==> src/pkg/mswr_defs.vh <==
// constants for the motion status word reporter
// assumes a 100 MHz ref_clk; included by bare name
`ifndef MSWR_DEFS_VH
`define MSWR_DEFS_VH

`define MSWR_CLK_PERIOD_NS 10
`define MSWR_HEARTBEAT_MS 500
`define MSWR_HB_CYCLES ((`MSWR_HEARTBEAT_MS * 1000000) / `MSWR_CLK_PERIOD_NS)
`define MSWR_HB_W 26
`define MSWR_TEMP_WARN_C 8'h5A
`define MSWR_TEMP_TRIP_C 8'h5F

// status word 0 bit positions
`define MSWR_W0_CW 0
`define MSWR_W0_CCW 1
`define MSWR_W0_HOLD 2
`define MSWR_W0_STOP 3
`define MSWR_W0_HOME 4
`define MSWR_W0_DONE 7
`define MSWR_W0_INERR 11
`define MSWR_W0_MODE 15

// status word 1 bit positions
`define MSWR_W1_IN1 0
`define MSWR_W1_IN2 1
`define MSWR_W1_HOT90 4
`define MSWR_W1_LOST 6
`define MSWR_W1_DFLT 7
`define MSWR_W1_BADJOG 9
`define MSWR_W1_LIMIT 10
`define MSWR_W1_HB 11
`define MSWR_W1_ABSENC 12
`define MSWR_W1_ACK 13
`define MSWR_W1_STALL 14
`define MSWR_W1_ENA 15

`define MSWR_WORD_ZERO 16'h0000

`endif

==> src/design/mswr_heartbeat.v <==
// heartbeat toggle from a cycle divider on ref_clk
// assumes ref_clk at 100 MHz; runs only while enabled
`timescale 1ns/10ps
`default_nettype none
`include "mswr_defs.vh"
module mswr_heartbeat #(
  parameter HB_CYCLES = `MSWR_HB_CYCLES
) (
  input wire ref_clk,
  input wire reset,
  input wire run,
  output reg beat
);
  reg [`MSWR_HB_W-1:0] count;
  wire at_end;
  assign at_end = (count == HB_CYCLES[`MSWR_HB_W-1:0] - 1'b1);
  always @(posedge ref_clk or posedge reset) begin
    if (reset) begin
      count <= {`MSWR_HB_W{1'b0}};
      beat <= 1'b0;
    end else if (!run) begin
      count <= {`MSWR_HB_W{1'b0}};
    end else if (at_end) begin
      count <= {`MSWR_HB_W{1'b0}};
      beat <= ~beat;
    end else begin
      count <= count + 1'b1;
    end
  end
endmodule // mswr_heartbeat
`default_nettype wire

==> src/design/mswr_status_words.v <==
// motion status word reporter: builds the two status words
// assumes all event inputs are one-cycle pulses and levels
// synchronous to ref_clk, supplied by the motion core
//
// How it works
// - homing_done high only after successful homing, low otherwise
// - standstill bit high whenever motor not moving
// - immediate stop sets standstill but leaves move-finished low
// - hold bit high once running move is placed in hold
// - ccw and cw bits follow turning direction
// - enable bit shows driver enabled; current stays on at e-stop
// - current cut on driver fault, or idle with zero percent reduction
// - stall bit set when stall detected
// - ack rises on preset or error reset, falls on command clear
// - encoder error bit only on absolute-encoder variants
// - heartbeat toggles every 500 ms in command mode only
// - limit bit set at limit in move; clears on release or reset
// - bad jog change bit set on out-of-range jog parameter change
// - reserved bits 8,5,3,2 of word 1 read zero
// - driver fault high during overtemp with driver enabled
// - link loss then restore sets lost flag and input error
// - protocol-only loss does not set lost flag
// - hot bit set above 90 degrees internal
// - input bits follow inputs after configured polarity
// - above 95 degrees current removed and fault reported
// - move-finished set on clean completion, cleared by new move
// - latched errors cleared only by host error reset bit; limit bit also clears on release
// - mode bit one in configuration, zero in command mode
`timescale 1ns/10ps
`default_nettype none
`include "mswr_defs.vh"
module mswr_status_words #(
  parameter ABS_ENCODER = 1'b1,
  parameter HB_CYCLES = `MSWR_HB_CYCLES
) (
  input wire ref_clk,
  input wire reset,
  input wire config_mode,
  input wire motor_moving,
  input wire turning_clockwise,
  input wire turning_counterclockwise,
  input wire homing_ok,
  input wire homing_start,
  input wire move_ok,
  input wire move_start,
  input wire immediate_stop,
  input wire hold_entered,
  input wire hold_left,
  input wire driver_enable,
  input wire idle_zero_current,
  input wire estop_active,
  input wire stall_seen,
  input wire preset_ok,
  input wire enc_preset_ok,
  input wire error_reset_ok,
  input wire error_reset_bit,
  input wire preset_cmd_bit,
  input wire enc_preset_cmd_bit,
  input wire enc_fault,
  input wire limit_hit,
  input wire limit_active,
  input wire bad_jog_change,
  input wire [7:0] motor_temp_c,
  input wire [7:0] cpu_temp_c,
  input wire phy_link_up,
  input wire input_error_event,
  input wire in1_raw,
  input wire in2_raw,
  input wire input_one_asserted_high,
  input wire input_two_asserted_high,
  output reg [15:0] motion_status_primary,
  output reg [15:0] drive_status_secondary,
  output wire motor_current_on,
  output wire input_error
);
  wire heartbeat;
  wire homing_done;
  wire hold_flag;
  wire done_flag;
  wire stall_flag;
  wire enc_flag;
  wire limit_flag;
  wire jog_flag;
  wire lost_flag;
  wire ack_flag;
  wire input_one_asserted;
  wire input_two_asserted;
  wire overtemp;
  wire hot90;
  wire ack_set;
  wire ack_clear;
  wire link_restored;
  wire limit_released;
  reg link_was_down;
  reg phy_link_q;
  reg limit_q;
  reg ack_src_preset;
  reg ack_src_enc;
  reg ack_src_reset;
  reg [15:0] next_word0;
  reg [15:0] next_word1;

  mswr_heartbeat #(
    .HB_CYCLES(HB_CYCLES)
  ) u_heartbeat (
    .ref_clk(ref_clk),
    .reset(reset),
    .run(~config_mode),
    .beat(heartbeat)
  );

  // homed until a new homing starts, any move starts or an immediate stop
  mswr_sticky_flag u_home (
    .ref_clk(ref_clk),
    .reset(reset),
    .set_flag(homing_ok),
    .clear_flag(homing_start | move_start | immediate_stop),
    .flag(homing_done)
  );

  mswr_sticky_flag u_hold (
    .ref_clk(ref_clk),
    .reset(reset),
    .set_flag(hold_entered),
    .clear_flag(hold_left | immediate_stop | move_start),
    .flag(hold_flag)
  );

  // done flag; immediate stop never sets it
  mswr_sticky_flag u_done (
    .ref_clk(ref_clk),
    .reset(reset),
    .set_flag(move_ok & ~immediate_stop),
    .clear_flag(move_start | preset_ok | error_reset_ok),
    .flag(done_flag)
  );

  mswr_sticky_flag u_stall (
    .ref_clk(ref_clk),
    .reset(reset),
    .set_flag(stall_seen),
    .clear_flag(error_reset_ok),
    .flag(stall_flag)
  );

  // encoder fault only with absolute encoder fitted
  mswr_sticky_flag u_enc (
    .ref_clk(ref_clk),
    .reset(reset),
    .set_flag(enc_fault & ABS_ENCODER[0]),
    .clear_flag(error_reset_ok),
    .flag(enc_flag)
  );

  // limit flag, cleared on release or error reset
  mswr_sticky_flag u_limit (
    .ref_clk(ref_clk),
    .reset(reset),
    .set_flag(limit_hit & motor_moving),
    .clear_flag(limit_released | error_reset_ok),
    .flag(limit_flag)
  );

  mswr_sticky_flag u_jog (
    .ref_clk(ref_clk),
    .reset(reset),
    .set_flag(bad_jog_change),
    .clear_flag(error_reset_ok),
    .flag(jog_flag)
  );

  mswr_sticky_flag u_lost (
    .ref_clk(ref_clk),
    .reset(reset),
    .set_flag(link_restored),
    .clear_flag(error_reset_ok),
    .flag(lost_flag)
  );

  // input error also set on restore
  mswr_sticky_flag u_inerr (
    .ref_clk(ref_clk),
    .reset(reset),
    .set_flag(link_restored | input_error_event |
      (limit_hit & motor_moving)),
    .clear_flag(error_reset_ok),
    .flag(input_error)
  );

  // ack until host drops the command bit
  mswr_sticky_flag u_ack (
    .ref_clk(ref_clk),
    .reset(reset),
    .set_flag(ack_set),
    .clear_flag(ack_clear),
    .flag(ack_flag)
  );

  assign ack_set = preset_ok | enc_preset_ok | error_reset_ok;
  assign ack_clear = (ack_src_preset & ~preset_cmd_bit) |
    (ack_src_enc & ~enc_preset_cmd_bit) |
    (ack_src_reset & ~error_reset_bit);
  assign link_restored = link_was_down & phy_link_up & ~phy_link_q;
  assign limit_released = limit_q & ~limit_active;

  // remember which command the ack belongs to
  always @(posedge ref_clk or posedge reset) begin
    if (reset) begin
      ack_src_preset <= 1'b0;
      ack_src_enc <= 1'b0;
      ack_src_reset <= 1'b0;
      phy_link_q <= 1'b0;
      link_was_down <= 1'b0;
      limit_q <= 1'b0;
    end else begin
      if (ack_set) begin
        ack_src_preset <= preset_ok;
        ack_src_enc <= enc_preset_ok;
        ack_src_reset <= error_reset_ok;
      end else if (ack_clear) begin
        ack_src_preset <= 1'b0;
        ack_src_enc <= 1'b0;
        ack_src_reset <= 1'b0;
      end
      phy_link_q <= phy_link_up;
      limit_q <= limit_active;
      // only a physical drop arms the restore event
      if (phy_link_q & ~phy_link_up) begin
        link_was_down <= 1'b1;
      end else if (link_restored) begin
        link_was_down <= 1'b0;
      end
    end
  end

  wire [1:0] in_raw;
  wire [1:0] in_pol;
  wire [1:0] in_asserted;
  genvar g;
  assign in_raw = {in2_raw, in1_raw};
  assign in_pol = {input_two_asserted_high, input_one_asserted_high};

  generate
    for (g = 0; g < 2; g = g + 1) begin : g_input
      assign in_asserted[g] = in_raw[g] ~^ in_pol[g];
    end
  endgenerate
  assign input_one_asserted = in_asserted[0];
  assign input_two_asserted = in_asserted[1];

  // overtemp fault clears itself as it cools
  assign overtemp = (motor_temp_c > `MSWR_TEMP_TRIP_C) |
    (cpu_temp_c > `MSWR_TEMP_TRIP_C);
  assign hot90 = cpu_temp_c > `MSWR_TEMP_WARN_C;

  // current gating; e-stop does not cut it
  assign motor_current_on = driver_enable & ~overtemp &
    ~(~motor_moving & idle_zero_current) & (estop_active | 1'b1);

  always @* begin
    next_word0 = `MSWR_WORD_ZERO;
    next_word0[`MSWR_W0_MODE] = config_mode;
    next_word0[`MSWR_W0_INERR] = input_error;
    next_word0[`MSWR_W0_DONE] = done_flag;
    next_word0[`MSWR_W0_HOME] = homing_done;
    next_word0[`MSWR_W0_STOP] = ~motor_moving;
    next_word0[`MSWR_W0_HOLD] = hold_flag;
    next_word0[`MSWR_W0_CCW] = motor_moving & turning_counterclockwise;
    next_word0[`MSWR_W0_CW] = motor_moving & turning_clockwise;
  end

  always @* begin
    next_word1 = `MSWR_WORD_ZERO;
    next_word1[`MSWR_W1_ENA] = driver_enable;
    next_word1[`MSWR_W1_STALL] = stall_flag;
    next_word1[`MSWR_W1_ACK] = ack_flag;
    next_word1[`MSWR_W1_ABSENC] = enc_flag;
    next_word1[`MSWR_W1_HB] = heartbeat & ~config_mode;
    next_word1[`MSWR_W1_LIMIT] = limit_flag;
    next_word1[`MSWR_W1_BADJOG] = jog_flag;
    // fault shown only with driver enabled
    next_word1[`MSWR_W1_DFLT] = driver_enable & overtemp;
    next_word1[`MSWR_W1_LOST] = lost_flag;
    next_word1[`MSWR_W1_HOT90] = hot90;
    next_word1[`MSWR_W1_IN2] = input_two_asserted;
    next_word1[`MSWR_W1_IN1] = input_one_asserted;
  end

  // both words registered in the same edge
  always @(posedge ref_clk or posedge reset) begin
    if (reset) begin
      motion_status_primary <= `MSWR_WORD_ZERO;
      drive_status_secondary <= `MSWR_WORD_ZERO;
    end else begin
      motion_status_primary <= next_word0;
      drive_status_secondary <= next_word1;
    end
  end
endmodule // mswr_status_words
`default_nettype wire

==> src/design/mswr_sticky_flag.v <==
// one latched status flag, set dominant over clear
// assumes ref_clk domain, set and clear synchronous
`timescale 1ns/10ps
`default_nettype none
module mswr_sticky_flag (
  input wire ref_clk,
  input wire reset,
  input wire set_flag,
  input wire clear_flag,
  output reg flag
);
  always @(posedge ref_clk or posedge reset) begin
    if (reset) begin
      flag <= 1'b0;
    end else if (set_flag) begin
      flag <= 1'b1;
    end else if (clear_flag) begin
      flag <= 1'b0;
    end
  end
endmodule // mswr_sticky_flag
`default_nettype wire

==> config.mk <==
export PLATFORM = sky130hd
export DESIGN_NAME = mswr_status_words
export DESIGN_NICKNAME = d
export VERILOG_FILES = /design/src/design/mswr_heartbeat.v /design/src/design/mswr_status_words.v /design/src/design/mswr_sticky_flag.v
export VERILOG_INCLUDE_DIRS = /design/src /design/src/pkg
export SDC_FILE = /design/constraint.sdc
export NUM_CORES = 1
export LEC_CHECK = 0
export BUFFER_PORTS_ARGS = -buffer_cell sky130_fd_sc_hd__buf_4
export CELL_PAD_IN_SITES_DETAIL_PLACEMENT = 1
export CELL_PAD_IN_SITES_GLOBAL_PLACEMENT = 2
export CORE_ASPECT_RATIO = 1.75
export CORE_MARGIN = 4
export CORE_UTILIZATION = 30
export CTS_CLUSTER_DIAMETER = 50
export DETAILED_ROUTE_END_ITERATION = 8
export PLACE_DENSITY_LB_ADDON = 0.1
export SLEW_MARGIN = 25
export SYNTH_ARGS = -nofsm -noshare
export SYNTH_HDL_FRONTEND = slang
export SYNTH_SLANG_ARGS = --single-unit
==> constraint.sdc <==
create_clock -name ref_clk -period 5.16 [get_ports ref_clk]
set_input_delay 1.032 -clock ref_clk [delete_from_list [all_inputs] [get_ports ref_clk]]
set_output_delay 1.032 -clock ref_clk [all_outputs]
set_load 0.01 [all_outputs]
== After elaboration in Yosys (flattened, before gate mapping) ==
Index checks and enable logic that the tools add are counted.
Storage, ports and cells
  register bits: 63
  bits of input ports: 49
  output and inout port bits: 34
  word-level logic and storage cells: 104
Operators by class
  $add $sub $neg: 1
  order comparisons: 3
  eq/ne operators: 1
  multiplexer cells: 23
  bitwise gates (word level): 44
  reduce and logical (&&, ||, !) cells: 12
Operator list (count)
  26-bit two-way mux: 2
  26-bit by 1-bit adder with 26-bit output (second input constant): 1
  26-bit == test (second input constant): 1
  8-bit by 7-bit > comparator with 1-bit output (second input constant): 3
  2-bit nonzero test: 11
  1-bit two-way mux: 21
  1-bit AND: 16
  1-bit OR: 14
  1-bit NOT: 12
  2-bit AND reduction: 1
  1-bit XNOR: 2

== Logic depth before layout (Yosys ltp) ==
  depth after elaboration: 6
  mapped depth: 7
  depth with buffers taken out: 5

== By module ==
From an unflattened synthesis, not the netlist that was laid out.
Unflattened totals
  cell total of the unflattened synthesis: 271
  area, all modules: 2851.5 µm²
By module, submodules not included
  mswr_heartbeat: instances 1, cells each 147, area an instance 1406.3 µm², seq. area each 675.6 µm²
  mswr_status_words: instances 1, cells each 84, area an instance 1044.8 µm², seq. area each 650.6 µm²
  mswr_sticky_flag: instances 10, cells each 4, area an instance 40.0 µm², seq. area each 25.0 µm²

== Worst setup path before layout ==
No wires, ideal clock.
  path kind: in2out
  from: in cpu_temp_c[5]
  to: out motor_current_on
  data arrival time: 1834 ps
  data required time: 4128 ps
  path slack: 2294 ps
  cell stages on the path: 3
  path buffers: 0
  path through: a21o_1 -> a211o_1 -> a211oi_1
Between the ends
  word-level cells in the longest chain between the ends: 5
RTL lines
  from (decl): RTL line mswr_status_words.v:64  | input wire [7:0] cpu_temp_c,
  8-bit by 7-bit > comparator with 1-bit output (no line)
  1-bit OR: RTL line mswr_status_words.v:252  | assign overtemp = (motor_temp_c > `MSWR_TEMP_TRIP_C) |
  1-bit NOT: RTL line mswr_status_words.v:257  | assign motor_current_on = driver_enable & ~overtemp &
  1-bit AND (2 in a row): RTL line mswr_status_words.v:257
  to (decl): RTL line mswr_status_words.v:73  | output wire motor_current_on,
No other way between the ends.

== Worst setup path after layout ==
Ends and elaborated chain as after synthesis.

==> results.sh <==
export IMPL_synth_cells=246
export IMPL_cts_sinks=63
export IMPL_grt_pass1_vias=2328
export IMPL_syn_area_mm2=0.00276
export IMPL_yosysSeqAreaShare=0.572
export IMPL_use_met3=0.0401
export IMPL_fin_area_mm2=0.00363
export IMPL_dr_pass1_iters=4
export IMPL_hold_viol=0
export IMPL_largestRegisters="u_heartbeat.count x26, drive_status_secondary x12, motion_status_primary x8"
export IMPL_drv_slew=0
export IMPL_syn_area_per_cell_um2=11.2
export IMPL_cts_max_path_buffers=2
export IMPL_ctsHoldBuffers=0
export IMPL_status="finished clean"
export IMPL_p_leak_uw=0.00163
export IMPL_initial_core_util=0.305
export IMPL_synthTopCellsByArea="dfrtp_1 57%, buf_4 3.3%, nand4_1 3.2%"
export IMPL_cts_resized=0
export IMPL_synthMuxAreaShare=0
export IMPL_synth_distinct_cells=47
export IMPL_grtUsageTotal=0.142
export IMPL_rows=46
export IMPL_busiest_layer="met2"
export IMPL_timing_setup_tns_ns=0
export IMPL_ctsHtreeMaxLevel=3
export IMPL_drtIter0Drc=87
export IMPL_crit_slowest_cell="a211o_1"
export IMPL_via_per_inst=4.82
export IMPL_seqPwrFrac=0.412
export IMPL_wire_per_inst_um=16.2
export IMPL_grt_pass1_wl_mm=11.6
export IMPL_yosysTopAreaCell="dfrtp_1"
export IMPL_antenna_found_initial=0
export IMPL_dp_cells=422
export IMPL_core_area_mm2=0.00904
export IMPL_max_clock_freq_mhz=328
export IMPL_skew_ns=0.00581
export IMPL_pwr_share_clk=0.516
export IMPL_cts_buffers_inserted=9
export IMPL_pwr_share_comb=0.072
export IMPL_use_met1=0.149
export IMPL_tightest_slew_ns=0.804
export IMPL_fin_crit_sh=0.592
export IMPL_synth_edf_count=0
export IMPL_largest_reg_flops=26
export IMPL_rsz0062_at_grt="false"
export IMPL_ys_flop_type="dfrtp_1"
export IMPL_min_period_ns=3.05
export IMPL_cts_setup_buffers=0
export IMPL_setup_viol=0
export IMPL_synth_top_family_by_area="simple AND/OR/NAND/NOR gates"
export IMPL_vias=2113
export IMPL_wl_mm=7.08
export IMPL_path_cells="buf_4 > a21o_1 > a211o_1 > a211oi_1 > buf_4"
export IMPL_ir_drop_mv=0.220
export IMPL_yosysTopAreaCellShare=0.572
export IMPL_slew_headroom=0.464
export IMPL_clk_latency_ns=0.33
export IMPL_p_switching_uw=266
export IMPL_drv_cap=0
export IMPL_dpl_cell_area_mm2=0.00330
export IMPL_swShare=0.208
export IMPL_drc_errors=0
export IMPL_grt_util_met2=0.256
export IMPL_ant_nets=0
export IMPL_crit_required_ns=4.13
export IMPL_yosysWarningCount=0
export IMPL_dp_hpwl_mm=5.22
export IMPL_synth_compound_area_frac=0.107
export IMPL_grt_max_degree=64
export IMPL_syn_to_final_growth_pct=31.7
export IMPL_portBuffers=64
export IMPL_crit_top_cell="buf_4"
export IMPL_critPathArrivalTime_ns=2.02
export IMPL_min_path_type="flip-flop to flip-flop"
export IMPL_async_reset_ff_frac=1.00
export IMPL_cpPeakStageDelay_ns=0.30
export IMPL_synth_common_cells="63 x dfrtp_1, 18 x nor2_1, 16 x inv_1"
export IMPL_clk_root_buffer_cell="clkbuf_16"
export IMPL_critPathCaptureType="output port"
export IMPL_fillers=1030
export IMPL_multi_input_area_mm2=0.00103
export IMPL_overflow=0
export IMPL_critical_path_max_fanout=3
export IMPL_synthXorXnorAreaFrac=0.0509
export IMPL_clkSlewWorstSetupHoldPaths_ns=0.05
export IMPL_dieHeight_um=135
export IMPL_seqCellArea_mm2=0.00158
export IMPL_power_internal_uw=1010
export IMPL_synth_most_common_cell="dfrtp_1"
export IMPL_synthAdderAreaFrac=0.00817
export IMPL_critical_path_class="input port to output port"
export IMPL_synthSimpleGateAreaFrac=0.187
export IMPL_fin_ws_ns=2.11
export IMPL_dieArea_mm2=0.0108
export IMPL_dp_slack_ns=2.09
export IMPL_drive_above_1_share=0.277
export IMPL_finalWeightedCongestion=0.707
export IMPL_synth_seq_cells=63
export IMPL_regMostFlops="u_heartbeat.count"
export IMPL_die_x_um=80.4
export IMPL_power_density_mw_per_mm2=352
export IMPL_utilization=0.402
export IMPL_num_antenna_cells=0
export IMPL_cts_tree="yes"
export IMPL_nNetsFinal=363
export IMPL_instances_no_fill=438
export IMPL_start_kind="input port"
export IMPL_io_pins=83
==> stage by stage <==
stage	hold slack (ns)	power [µW]
2_1_floorplan	0.346	577
3_3_place_gp	0.359	627
3_5_place_dp	0.364	629
4_1_cts	0.375	1300
5_1_grt	0.386	1330
6_report	0.374	1280
==> placed cells by master, fill, tap and decap left out, types with 2 or more instances in the layout <==
master,count
clkbuf_8,2
clkbuf_1,2
nand3_1,8
a21o_1,7
nor2_1,18
o221ai_1,2
nand2_1,9
nor3_1,3
dfrtp_1,63
bufinv_16,2
a21oi_1,10
nor2b_1,2
xor2_1,10
or3_1,4
inv_1,15
nor4b_1,2
xnor2_1,6
conb_1,12
a31o_2,2
o21ai_0,5
or4_1,6
and2_1,4
and4_1,6
clkbuf_16,9
o31ai_1,6
nand4_1,14
buf_4,65
==> final timing paths <==
path	from	slack, ns	to	cells past startpoint
max	cpu_temp_c[5]	2.11	motor_current_on	5
min	u_lost.flag	0.37	drive_status_secondary[6]	0
max reg2reg	u_heartbeat.count[0]	3.02	u_heartbeat.count[12]	5
min reg2reg	u_lost.flag	0.37	drive_status_secondary[6]	0
max in group asynchronous	reset	3.69	u_heartbeat.count[17]	3
min in group asynchronous	reset	0.95	drive_status_secondary[0]	3
==> worst max-delay path: cells and delay by family <==
kind            cells  cell delay (ns)
compound gates      3             0.71
buf+inv             2             0.27
==> layer usage <==
metal	wire length, µm	vias up	part of all wire
met5	0	-	0
met4	155	0	0.022
met3	329	9	0.046
met2	4090	46	0.58
met1	2510	1070	0.35
li1	-	988	-
==> power by group through the flow <==
stage,logic [µW],clock network (µW),registers [µW]
3_5_place_dp,95.3,0,534
4_1_cts,95.6,680,526
5_1_grt,103,700,528
2_1_floorplan,38.9,0,538
6_report,92.2,659,526
3_3_place_gp,93.6,0,533
==> area by class of cell <==
type                    instances  area share
repair buffers                 65       0.134
well taps                     120      0.0414
inverters                      16      0.0166
clock buffers                  13      0.0717
multi-input cells             158       0.283
flip-flops and latches         63       0.434
clock inverters                 3      0.0179
==> kinds of logic after synthesis <==
| family | after synthesis |
|---|---|
| simple gates | 86 |
| flops | 63 |
| compound gates | 42 |
| buf+inv | 36 |
| xor+xnor | 16 |
| fa+ha+maj | 2 |
| other cells | 1 |
Note: power is estimated with default switching activity, not from simulation.
